**config.mk**
```make
export PLATFORM = sky130hd
export DESIGN_NAME = clsp_speed_loop
export DESIGN_NICKNAME = d
export VERILOG_FILES = /design/src/clsp_pkg.sv /design/src/clsp_fb_scale.sv /design/src/clsp_pid_core.sv /design/src/clsp_speed_loop.sv
export VERILOG_INCLUDE_DIRS = /design/src
export SDC_FILE = /design/constraint.sdc
export NUM_CORES = 1
export LEC_CHECK = 0
export BUFFER_PORTS_ARGS = -buffer_cell sky130_fd_sc_hd__clkbuf_2
export CORE_ASPECT_RATIO = 0.5
export CORE_MARGIN = 2
export CORE_UTILIZATION = 25
export CTS_CLUSTER_DIAMETER = 80
export DETAILED_ROUTE_END_ITERATION = 8
export PLACE_DENSITY = 0.39
export SETUP_SLACK_MARGIN = 0.1
export SYNTH_ARGS = -nofsm -noshare
export SYNTH_HDL_FRONTEND = slang
export SYNTH_HIERARCHICAL = 1
export SYNTH_SLANG_ARGS = --single-unit
export TNS_END_PERCENT = 30
```
**constraint.sdc**
```tcl
create_clock -name pclk -period 14.7 [get_ports pclk]
set_input_delay 1.47 -clock pclk [delete_from_list [all_inputs] [get_ports pclk]]
set_output_delay 1.47 -clock pclk [all_outputs]
set_load 0.05 [all_outputs]
```
**src/clsp_map.svh**
```systemverilog
// Register offsets, field positions, reset values and timing counts of the speed regulator.
`ifndef CLSP_MAP_SVH
`define CLSP_MAP_SVH

// ----------------------------------------------------------------------------
// Register byte offsets
// ----------------------------------------------------------------------------
`define CLSP_CTRL_OFS 12'h000
`define CLSP_GAIN_OFS 12'h004
`define CLSP_CMD_OFS 12'h008
`define CLSP_SPD_OFS 12'h00c
`define CLSP_PWR_OFS 12'h010

// ----------------------------------------------------------------------------
// Control fields
// ----------------------------------------------------------------------------
`define CLSP_CTRL_EN_BIT 0
`define CLSP_CTRL_OPEN_BIT 1
`define CLSP_CTRL_FBSEL_BIT 2
`define CLSP_CTRL_MODE_LSB 4
`define CLSP_CTRL_RST 32'h0000_0000
`define CLSP_GAIN_RST 32'h0000_0000

// ----------------------------------------------------------------------------
// Timing and scale
// ----------------------------------------------------------------------------
`define CLSP_LOOP_MS 16
`define CLSP_CLK_MHZ 100
`define CLSP_LOOP_CYC (`CLSP_LOOP_MS * 1000 * `CLSP_CLK_MHZ)
`define CLSP_FULL_POS 127
`define CLSP_ADC_MID 8'h80

`endif

```
**src/clsp_pkg.sv**
```systemverilog
// Types shared by the speed regulator files.
package clsp_pkg;
  typedef enum logic [1:0] {
    CLSP_SEPARATE,
    CLSP_MIXED,
    CLSP_SPEED_POS
  } clsp_mode_t;

  typedef struct packed {
    logic signed [7:0] kp;
    logic signed [7:0] ki;
    logic signed [7:0] kd;
  } clsp_gain_t;

  typedef struct packed {
    logic signed [7:0] a;
    logic signed [7:0] b;
  } clsp_pair_t;

  typedef enum logic [1:0] {
    CLSP_IDLE,
    CLSP_CH_A,
    CLSP_CH_B
  } clsp_phase_t;
endpackage : clsp_pkg

```
**src/clsp_fb_scale.sv**
```systemverilog
// Converts a raw 8-bit feedback sample into a signed speed value.
`timescale 1ns/1ps
`include "clsp_map.svh"
module clsp_fb_scale
  import clsp_pkg::*;
(
  input wire logic pclk,
  input wire logic presetn,
  input wire logic [7:0] raw,
  output logic signed [7:0] speed
);
  typedef struct packed {
    logic signed [7:0] speed;
  } clsp_fbs_t;

  clsp_fbs_t st;
  clsp_fbs_t next_st;
  logic signed [8:0] diff;

  always_comb begin
    next_st = st;
    // Mid-scale reads zero; ends saturate at plus and minus full scale.
    diff = $signed({1'b0, raw}) - $signed({1'b0, `CLSP_ADC_MID});
    if (diff > 9'sd127) begin
      next_st.speed = 8'sd127;
    end else if (diff < -9'sd127) begin
      next_st.speed = -8'sd127;
    end else begin
      next_st.speed = diff[7:0];
    end
  end

  always_ff @(posedge pclk or negedge presetn) begin
    if (!presetn) begin
      st <= '0;
    end else begin
      st <= next_st;
    end
  end

  assign speed = st.speed;
endmodule : clsp_fb_scale

```
**src/clsp_pid_core.sv**
```systemverilog
// One PID evaluation: error, difference, accumulation and clamped sum.
`timescale 1ns/1ps
`include "clsp_map.svh"
module clsp_pid_core
  import clsp_pkg::*;
#(
  parameter int ACC_W = 16
)
(
  input wire logic signed [7:0] cmd,
  input wire logic signed [7:0] meas,
  input wire logic signed [8:0] prev_err,
  input wire logic signed [ACC_W-1:0] acc_in,
  input wire clsp_gain_t gain,
  output logic signed [8:0] err,
  output logic signed [ACC_W-1:0] acc_out,
  output logic signed [7:0] power
);
  function automatic logic signed [7:0] clsp_clamp(input logic signed [31:0] v);
    if (v > 32'sd127) begin
      return 8'sd127;
    end else if (v < -32'sd127) begin
      return -8'sd127;
    end
    return v[7:0];
  endfunction : clsp_clamp

  logic signed [31:0] acc_ext;
  logic signed [31:0] sum;
  logic signed [31:0] acc_max;

  always_comb begin
    acc_max = (32'sd1 <<< (ACC_W - 1)) - 32'sd1;
    err = 9'(cmd - meas);
    acc_ext = 32'(acc_in) + 32'(err);
    // Accumulator saturates so a stuck feedback drives power to full, never wraps.
    if (acc_ext > acc_max) begin
      acc_ext = acc_max;
    end else if (acc_ext < -acc_max) begin
      acc_ext = -acc_max;
    end
    acc_out = acc_ext[ACC_W-1:0];
    // Gains are in 1/16 units for the P and D terms, 1/256 for I.
    sum = ((32'(err) * 32'(gain.kp)) >>> 4)
        + ((acc_ext * 32'(gain.ki)) >>> 8)
        + ((32'(err - prev_err) * 32'(gain.kd)) >>> 4);
    power = clsp_clamp(sum);
  end
endmodule : clsp_pid_core

```
**src/clsp_speed_loop.sv**
```systemverilog
// Two-channel closed-loop speed regulator with an APB register slave.
//
// Functional notes
// - Every 16 ms sample speed and subtract it from command forming signed error.
// - Proportional term is error times a programmable proportional gain.
// - Differential term is error change since last period times differential gain.
// - Integral term is running error sum times integral gain.
// - Mid-scale analog feedback reads as speed zero.
// - Analog feedback maps linearly from -127 at zero volts to +127 at full.
// - One gain set serves both channels.
// - Persistent shortfall raises power through the integrator until full output.
// - Emergency stop removes drive regardless of regulator state.
// - Open loop drives power straight from command yet still reports speed.
// - Mode setting picks separate, mixed, or speed-plus-position configuration.
`timescale 1ns/1ps
`include "clsp_map.svh"
module clsp_speed_loop
  import clsp_pkg::*;
#(
  parameter int LOOP_CYC = `CLSP_LOOP_CYC,
  parameter int ACC_W = 16
)
(
  input wire logic pclk,
  input wire logic presetn,
  input wire logic psel,
  input wire logic penable,
  input wire logic pwrite,
  input wire logic [11:0] paddr,
  input wire logic [31:0] pwdata,
  output logic [31:0] prdata,
  output logic pready,
  output logic pslverr,
  input wire logic [7:0] ana_a,
  input wire logic [7:0] ana_b,
  input wire logic signed [7:0] enc_a,
  input wire logic signed [7:0] enc_b,
  input wire logic estop,
  output logic signed [7:0] power_a,
  output logic signed [7:0] power_b,
  output logic drive_en,
  output logic loop_tick
);
  // --------------------------------------------------------------------------
  // State
  // --------------------------------------------------------------------------
  typedef struct packed {
    logic [31:0] ctrl;
    clsp_gain_t gain;
    clsp_pair_t cmd;
    clsp_pair_t pwr;
    clsp_pair_t spd;
    logic signed [8:0] err_a;
    logic signed [8:0] err_b;
    logic signed [ACC_W-1:0] acc_a;
    logic signed [ACC_W-1:0] acc_b;
    logic [31:0] cnt;
    clsp_phase_t phase;
    logic tick;
    logic [31:0] rdata;
  } clsp_state_t;

  clsp_state_t st;
  clsp_state_t next_st;

  logic signed [7:0] ana_spd_a;
  logic signed [7:0] ana_spd_b;
  logic signed [7:0] meas_a;
  logic signed [7:0] meas_b;
  logic signed [7:0] cmd_eff_a;
  logic signed [7:0] cmd_eff_b;
  logic signed [7:0] core_cmd;
  logic signed [7:0] core_meas;
  logic signed [8:0] core_prev;
  logic signed [ACC_W-1:0] core_acc;
  logic signed [8:0] core_err;
  logic signed [ACC_W-1:0] core_acc_out;
  logic signed [7:0] core_pwr;
  clsp_mode_t mode;
  logic loop_en;
  logic open_loop;
  logic wr_en;
  logic rd_en;
  logic addr_ok;

  // --------------------------------------------------------------------------
  // Feedback scaling
  // --------------------------------------------------------------------------
  clsp_fb_scale u_fb_a (
    .pclk(pclk),
    .presetn(presetn),
    .raw(ana_a),
    .speed(ana_spd_a)
  );

  clsp_fb_scale u_fb_b (
    .pclk(pclk),
    .presetn(presetn),
    .raw(ana_b),
    .speed(ana_spd_b)
  );

  // --------------------------------------------------------------------------
  // Shared PID arithmetic, used for channel A then B in successive cycles
  // --------------------------------------------------------------------------
  clsp_pid_core #(
    .ACC_W(ACC_W)
  ) u_core (
    .cmd(core_cmd),
    .meas(core_meas),
    .prev_err(core_prev),
    .acc_in(core_acc),
    .gain(st.gain),
    .err(core_err),
    .acc_out(core_acc_out),
    .power(core_pwr)
  );

  // --------------------------------------------------------------------------
  // Helper functions
  // --------------------------------------------------------------------------
  function automatic logic signed [7:0] clsp_sat8(input logic signed [8:0] v);
    if (v > 9'sd127) begin
      return 8'sd127;
    end else if (v < -9'sd127) begin
      return -8'sd127;
    end
    return v[7:0];
  endfunction : clsp_sat8

  // A raw command of -128 has no forward mirror, so it is held to -127 like every other output.
  function automatic logic signed [7:0] clsp_cmd_limit(input logic signed [7:0] c);
    if (c == 8'sh80) begin
      return -8'sd127;
    end
    return c;
  endfunction : clsp_cmd_limit

  // Code 3 is unused and falls back to separate channels.
  function automatic clsp_mode_t clsp_mode_of(input logic [1:0] code);
    unique case (code)
      2'h1: return CLSP_MIXED;
      2'h2: return CLSP_SPEED_POS;
      default: return CLSP_SEPARATE;
    endcase
  endfunction : clsp_mode_of

  // --------------------------------------------------------------------------
  // Command and feedback selection
  // --------------------------------------------------------------------------
  always_comb begin
    loop_en = st.ctrl[`CLSP_CTRL_EN_BIT];
    open_loop = st.ctrl[`CLSP_CTRL_OPEN_BIT];
    mode = clsp_mode_of(st.ctrl[`CLSP_CTRL_MODE_LSB +: 2]);
    meas_a = st.ctrl[`CLSP_CTRL_FBSEL_BIT] ? enc_a : ana_spd_a;
    meas_b = st.ctrl[`CLSP_CTRL_FBSEL_BIT] ? enc_b : ana_spd_b;
    // Mixed mode turns the two commands into throttle plus and minus steering.
    if (mode == CLSP_MIXED) begin
      cmd_eff_a = clsp_sat8(9'(st.cmd.a) + 9'(st.cmd.b));
      cmd_eff_b = clsp_sat8(9'(st.cmd.a) - 9'(st.cmd.b));
    end else begin
      cmd_eff_a = clsp_cmd_limit(st.cmd.a);
      cmd_eff_b = clsp_cmd_limit(st.cmd.b);
    end
  end

  // --------------------------------------------------------------------------
  // Shared core input selection
  // --------------------------------------------------------------------------
  always_comb begin
    if (st.phase == CLSP_CH_B) begin
      core_cmd = cmd_eff_b;
      core_meas = meas_b;
      core_prev = st.err_b;
      core_acc = st.acc_b;
    end else begin
      core_cmd = cmd_eff_a;
      core_meas = meas_a;
      core_prev = st.err_a;
      core_acc = st.acc_a;
    end
  end

  // --------------------------------------------------------------------------
  // APB decode
  // --------------------------------------------------------------------------
  assign wr_en = psel & penable & pwrite;
  assign rd_en = psel & ~penable & ~pwrite;
  always_comb begin
    unique case (paddr)
      `CLSP_CTRL_OFS, `CLSP_GAIN_OFS, `CLSP_CMD_OFS, `CLSP_SPD_OFS, `CLSP_PWR_OFS: addr_ok = 1'b1;
      default: addr_ok = 1'b0;
    endcase
  end

  // --------------------------------------------------------------------------
  // Next state
  // --------------------------------------------------------------------------
  always_comb begin
    next_st = st;
    next_st.tick = 1'b0;
    // Feedback is always reported, including in open loop, for monitoring.
    next_st.spd.a = meas_a;
    next_st.spd.b = meas_b;
    // ------------------------------------------------------------------------
    // Loop timing
    // ------------------------------------------------------------------------
    // The period must span at least three cycles, or a tick would land on a channel phase and be lost.
    if (st.cnt >= 32'(LOOP_CYC - 1)) begin
      next_st.cnt = '0;
      next_st.tick = 1'b1;
      next_st.phase = CLSP_CH_A;
    end else begin
      next_st.cnt = st.cnt + 32'h1;
    end
    // ------------------------------------------------------------------------
    // Channel updates
    // ------------------------------------------------------------------------
    unique case (st.phase)
      CLSP_IDLE: begin
      end
      CLSP_CH_A: begin
        next_st.phase = CLSP_CH_B;
        if (loop_en && !open_loop && !estop) begin
          next_st.err_a = core_err;
          next_st.acc_a = core_acc_out;
          next_st.pwr.a = core_pwr;
        end
      end
      CLSP_CH_B: begin
        next_st.phase = CLSP_IDLE;
        // The same gain register feeds the shared core for both channels.
        if (loop_en && !open_loop && !estop) begin
          next_st.err_b = core_err;
          next_st.acc_b = core_acc_out;
          next_st.pwr.b = core_pwr;
        end
        // In this configuration channel B power is taken straight from its command, bypassing the PID core.
        if (mode == CLSP_SPEED_POS) begin
          next_st.pwr.b = clsp_cmd_limit(st.cmd.b);
          next_st.acc_b = '0;
          next_st.err_b = '0;
        end
      end
    endcase
    if (open_loop) begin
      next_st.pwr.a = cmd_eff_a;
      next_st.pwr.b = cmd_eff_b;
    end
    // Stopping also clears the integrators so drive does not leap back on release.
    if (estop || !loop_en) begin
      next_st.pwr = '0;
      next_st.acc_a = '0;
      next_st.acc_b = '0;
      next_st.err_a = '0;
      next_st.err_b = '0;
    end
    // ------------------------------------------------------------------------
    // Register access
    // ------------------------------------------------------------------------
    if (wr_en) begin
      unique case (paddr)
        `CLSP_CTRL_OFS: next_st.ctrl = pwdata & 32'h0000_0037;
        `CLSP_GAIN_OFS: next_st.gain = pwdata[23:0];
        `CLSP_CMD_OFS: next_st.cmd = pwdata[15:0];
        default: begin
        end
      endcase
    end
    if (rd_en) begin
      unique case (paddr)
        `CLSP_CTRL_OFS: next_st.rdata = st.ctrl;
        `CLSP_GAIN_OFS: next_st.rdata = {8'h00, st.gain};
        `CLSP_CMD_OFS: next_st.rdata = {16'h0000, st.cmd};
        `CLSP_SPD_OFS: next_st.rdata = {16'h0000, st.spd};
        `CLSP_PWR_OFS: next_st.rdata = {15'h0000, estop, st.pwr};
        default: next_st.rdata = 32'h0000_0000;
      endcase
    end
  end

  always_ff @(posedge pclk or negedge presetn) begin
    if (!presetn) begin
      st <= '0;
      st.ctrl <= `CLSP_CTRL_RST;
      st.gain <= 24'(`CLSP_GAIN_RST);
      st.phase <= CLSP_IDLE;
    end else begin
      st <= next_st;
    end
  end

  // --------------------------------------------------------------------------
  // Outputs
  // --------------------------------------------------------------------------
  assign pready = 1'b1;
  assign pslverr = psel & penable & ~addr_ok;
  assign prdata = st.rdata;
  // Gated combinationally too, so stop acts in the very cycle it is raised.
  assign power_a = estop ? 8'sd0 : st.pwr.a;
  assign power_b = estop ? 8'sd0 : st.pwr.b;
  assign drive_en = ~estop & loop_en;
  assign loop_tick = st.tick;
endmodule : clsp_speed_loop

```
==> qor.txt, run 1 <==
DIE HEIGHT: 226 µm
Min Tclk post-route: 14.28 ns
Antenna violations before repair: 2
Clk sink count: 202
Hold Crit Start: prdata[20]
Cell Area, Synth: 0.0246 mm²
Library cells used by synthesis: 95
Layout cells sized above 1: 0.288
R2R setup slack: 0.42 ns
CP max stage cell: or4_4
WL/cell: 18.1 µm
Worst Setup Start Kind: flip-flop
Most frequent cells in the layout: 391 x buf_4, 347 x inv_1, 257 x fa_1
Layout net count: 3679
H-tree levels: 1
CTS max path bufs: 3
Largest net degree at the start of global routing: 79
Overall routing resource usage: 0.160
Die width: 448 µm
Vias in the first global route: 20765
IO buf count: 116
Reg clk slew, reported paths: 0.06 ns
Post-Syn Instances: 2677
DR vias: 20058
Hold crit path type: reg2reg
Crit path kind: reg2reg
Final setup violating endpoints: 0
Status: completed
TritonCTS clock tree: built
Worst reg2reg path depth: 70
WL final: 81200 µm
Relative slew margins: 0.282
Max-slew violation count: 0
Share of async-settable or async-resettable flops after synthesis: 1.00
Total die area: 0.101 mm²
Number of synthesized flops with an enable pin: 0
Final Cycle Share: 0.971
WP data arrival: 14.74 ns
Flops & latches, synth: 202
Post-DP HPWL: 64300 µm
CP Max Fanout: 8
Skew final: 0.0265 ns
WHS Endpoint: prdata[20]
I/O pin count: 134
MaxCap Viol Count: 0
CTS Buf Count: 26
Peak supply drop: 0.191 mV
Via density: 4.47
First-pass GRT wire length: 124000 µm
Pleak: 0.0154 µW
Final instance area: 0.0316 mm²
Crit path largest cell delay: 0.58 ns
Syn. warnings: 6
Final Wtd Congestion: 0.873
WHS Path Cells: 2
DR DRC count: 0
RSZ-0062 raised after global routing: yes
Capturing point of the worst reg2reg path: st[135]
Hold_buf cts: 0
Final Core Density: 0.324
Initial core utilization: 0.252
Slew at the pin closest to its max-slew limit: 1.08 ns
R2R Path Start: st[157]
Final Hold Fails: 0
Synth Flop Type: dfrtp_1
Initial DRC Count: 943
Worst-Skew Late Latency: 0.60 ns
ANT nets after route: 0
Drt first pass iters: 6
Syn_area_per_cell: 9.19 µm²
Top achievable clock speed: 0.0700 GHz
# rows: 81
CORE AREA: 0.0976 mm²
Seq/Total Area, Yosys: 0.206
Crit. End Element: flip-flop
CP required: 15.16 ns
PwrDens: 141 mW/mm²
Grt ovf: 0
Syn-to-layout area delta: 28.5%
Commonest non-fill, non-tap cell in the layout: buf_4
Area post-placement: 0.0293 mm²
Root buffer cell: clkbuf_16
==> critical path, delay by kind of cell, from the launching register on <==
family / cells / cell delay (ns)
and+or+nand+nor: 13 / 2.82
AOI/OAI and AO/OA: 22 / 3.43
DFF: 1 / 0.40
adders and majority gates: 13 / 4.59
xor gates and xnor gates: 3 / 0.40
muxes: 2 / 0.44
buffers and inverters: 17 / 2.02
==> synthesized netlist by cell type (38+ instances only) <==
cell type | count | area [µm²]
dfrtp_1 | 202 | 5050
a21o_1 | 41 | 308
xor2_1 | 38 | 333
ha_1 | 190 | 2380
a21oi_1 | 135 | 676
o21ai_0 | 72 | 360
xnor2_1 | 83 | 727
fa_1 | 269 | 5390
clkbuf_1 | 73 | 274
nor2_1 | 179 | 672
inv_1 | 361 | 1360
and2_1 | 155 | 970
nand2_1 | 210 | 788
mux2_2 | 67 | 754
nand3_1 | 43 | 215
nor2b_1 | 76 | 475
==> power breakdown <==
group          internal (µW)  switching (µW)  leakage [µW]
clock                    396             296      0.000454
sequential               569            6.10       0.00268
combinational           1390            1800        0.0123
total                   2360            2100        0.0154
==> metal layers <==
layer	up-vias	part of all wire	GRT usage
met5	-	0	0
met1	9984	0.49	0.226
met4	0	0.017	0.0256
met3	69	0.034	0.0185
li1	9751	-	-
met2	254	0.46	0.266
==> registers in the layout, summed over array words and instances, names as in the netlist <==
signal,count
loop_en,1
u_fb_b/speed,8
loop_tick,1
open_loop,1
prdata,24
u_fb_a/speed,8
st,159
==> worst max path at each step <==
stage | startpoint | endpoint | slack (ns) | depth (start not counted)
after floorplan | st[151] | st[133] | 0.29 | 66
after global placement | st[157] | st[133] | -0.84 | 71
after detailed placement | st[157] | st[133] | -0.89 | 71
after CTS | st[157] | st[135] | 0.11 | 72
after global routing | st[161] | st[135] | -0.23 | 66
final | st[157] | st[135] | 0.42 | 70
==> kinds of logic after synthesis <==
kind of cell	after synthesis	synth area share
flip-flops	202	0.206
other	2	0.000305
AND/OR/NAND/NOR	827	0.171
adder cells (fa/ha/maj)	471	0.321
multiplexers	95	0.0466
buffers and inverters	481	0.0799
AO/OA/AOI/OAI	477	0.132
XOR/XNOR	122	0.0437
==> timing repair <==
item | in CTS | in global routing
pin swaps | 28 | 137
gates resized for setup | 68 | 182
endpoints found under the setup margin | 16 | 16
buffers inserted | 8 | 23
cloned | 0 | 2
hold endpoints to repair | 0 | 0
==> metrics by stage <==
stage	hold WS [ns]	power [µW]	TNS [ns]	std cells	worst slack, ns
4_1_cts	0.474	4190	0	4461	0.108
3_5_place_dp	0.459	3400	-10.56	4405	-0.895
2_1_floorplan	0.440	1810	0	2695	0.286
5_1_grt	0.496	4750	-1.76	4486	-0.229
3_3_place_gp	0.452	3400	-9.51	4405	-0.843
6_report	0.470	4460	0	4488	0.422
==> layout make-up <==
class | count | area (µm²)
antenna | 2 | 5.00
clock inverter | 20 | 241
fill | 10259 | 66000
timing repair buffer | 533 | 3850
clock buffer | 28 | 678
inverter | 363 | 1360
sequential | 202 | 5060
multi-input combinational | 2012 | 18700
tap | 1328 | 1660
Power figures use the tool's default switching activity.
==> run 2, diff against run 1 <==
--- a/config.mk
+++ b/config.mk
@@ -9,10 +9,10 @@
 export BUFFER_PORTS_ARGS = -buffer_cell sky130_fd_sc_hd__clkbuf_2
 export CORE_ASPECT_RATIO = 0.5
 export CORE_MARGIN = 2
-export CORE_UTILIZATION = 25
+export CORE_UTILIZATION = 58
 export CTS_CLUSTER_DIAMETER = 80
 export DETAILED_ROUTE_END_ITERATION = 8
-export PLACE_DENSITY = 0.39
+export PLACE_DENSITY = 0.77
 export SETUP_SLACK_MARGIN = 0.1
 export SYNTH_ARGS = -nofsm -noshare
 export SYNTH_HDL_FRONTEND = slang
==> qor.txt, run 2 (synthesis gave the netlist of run 1 again) <==
Slew at the pin closest to its max-slew limit: 1.27 ns
CP required: 15.12 ns
Overall routing resource usage: 0.308
Max-slew violation count: 0
WL final: 69400 µm
First-pass GRT wire length: 107000 µm
Final Wtd Congestion: 0.973
Initial core utilization: 0.587
Worst-Skew Late Latency: 0.56 ns
Min Tclk post-route: 14.22 ns
Commonest non-fill, non-tap cell in the layout: inv_1
Cells after DPL: 3506
ANT nets after route: 0
Crit path largest cell delay: 0.55 ns
Post-route non-filler standard cell count: 3588
Die width: 295 µm
Status: completed
Skew final: 0.0200 ns
DR vias: 20891
I/O pin count: 134
CTS Buf Count: 22
IO buf count: 116
Relative slew margins: 0.147
DIE HEIGHT: 150 µm
Final Core Density: 0.704
Largest net degree at the start of global routing: 76
CP max stage cell: or4_4
Peak supply drop: 0.171 mV
Fill count: 3045
Tot Pwr: 4150 µW
Final Hold Fails: 0
Crit. End Element: flip-flop
Reg clk slew, reported paths: 0.06 ns
Crit path kind: reg2reg
CP Max Fanout: 8
Hold crit path type: reg2reg
# rows: 53
Grt ovf: 0
MaxCap Viol Count: 0
Largest register FFs: 159
Clk sink count: 202
Drt first pass iters: 7
Antenna violations before repair: 2
Top achievable clock speed: 0.0703 GHz
Via density: 5.82
Post-DP HPWL: 51900 µm
PwrDens: 141 mW/mm²
CP most frequent cell: fa_1
Final hold slack: 0.471 ns
WP data arrival: 14.63 ns
Total die area: 0.0442 mm²
Final setup violating endpoints: 0
Ant. Diodes: 0
Syn-to-layout area delta: 19.9%
Pleak: 0.0146 µW
Reg area: 0.00506 mm²
Worst Setup Start Kind: flip-flop
Area occupied by multi-input gates: 0.0188 mm²
Initial DRC Count: 1742
CORE AREA: 0.0419 mm²
TritonCTS clock tree: built
Layout net count: 3538
Final Cycle Share: 0.967
Most frequent cells in the layout: 349 x inv_1, 261 x fa_1, 259 x buf_4
Layout cells sized above 1: 0.251
H-tree levels: 1
DR DRC count: 0
Hold_buf cts: 0
Root buffer cell: clkbuf_16
Family with the most delay on the worst path: adder cells
CTS max path bufs: 3
WL/cell: 19.3 µm
Worst Path Buf+Inv: 14
Reg with most FFs: st
Vias in the first global route: 20532
run 2: layer usage:
layer	global-route usage	share of wire
met3	0.0667	0.083
met1	0.416	0.42
met5	0	0
met2	0.494	0.46
met4	0.105	0.038
run 2: through the flow:
| stage | setup slack [ns] | TNS [ns] | cell area [µm²] |
|---|---|---|---|
| 2_1_floorplan | 0.286 | 0 | 24700 |
| 3_3_place_gp | -0.131 | -0.810 | 27200 |
| 3_5_place_dp | -0.388 | -4.05 | 27200 |
| 4_1_cts | 0.0829 | 0 | 28200 |
| 5_1_grt | -0.0568 | -0.106 | 29500 |
| 6_report | 0.481 | 0 | 29500 |
run 2: final cells by class:
cell class,instances,area share
tap,577,0.0245
timing repair buffer,396,0.0946
multi-input combinational,2012,0.637
sequential,202,0.171
clock buffer,28,0.0204
inverter,363,0.0463
clock inverter,10,0.00530
run 2: timing repair:
item	4_1_cts	5_1_grt
endpoints found under the setup margin	14	16
pin swaps	13	155
setup buffers	5	39
gates resized for setup	47	210
run 2: worst paths after layout:
path	startpoint	to	slack, ns	cells after the start
setup reg to reg	st[153]	st[133]	0.48	66
setup / recovery	st[153]	st[133]	0.48	66
min in group asynchronous	presetn	st[96]	0.93	1
max in group asynchronous	presetn	st[63]	12.34	2
hold / removal	prdata[20]	prdata[20]	0.47	2
hold reg to reg	prdata[20]	prdata[20]	0.47	2
run 2: power by group:
| group | switching, µW | leakage [µW] | internal (µW) |
|---|---|---|---|
| sequential | 7.18 | 0.00268 | 569 |
| combinational | 1730 | 0.0116 | 1250 |
| clock | 246 | 0.000370 | 345 |
run 2: worst reg2reg max path, delay by kind of cell, from the launching register on:
kind / cells / cell delay (ns)
AOI/OAI and AO/OA: 18 / 3.30
xor gates and xnor gates: 2 / 0.38
buffers and inverters: 14 / 1.63
muxes: 3 / 0.64
and+or+nand+nor: 17 / 3.27
DFF: 1 / 0.40
adders and majority gates: 12 / 4.44
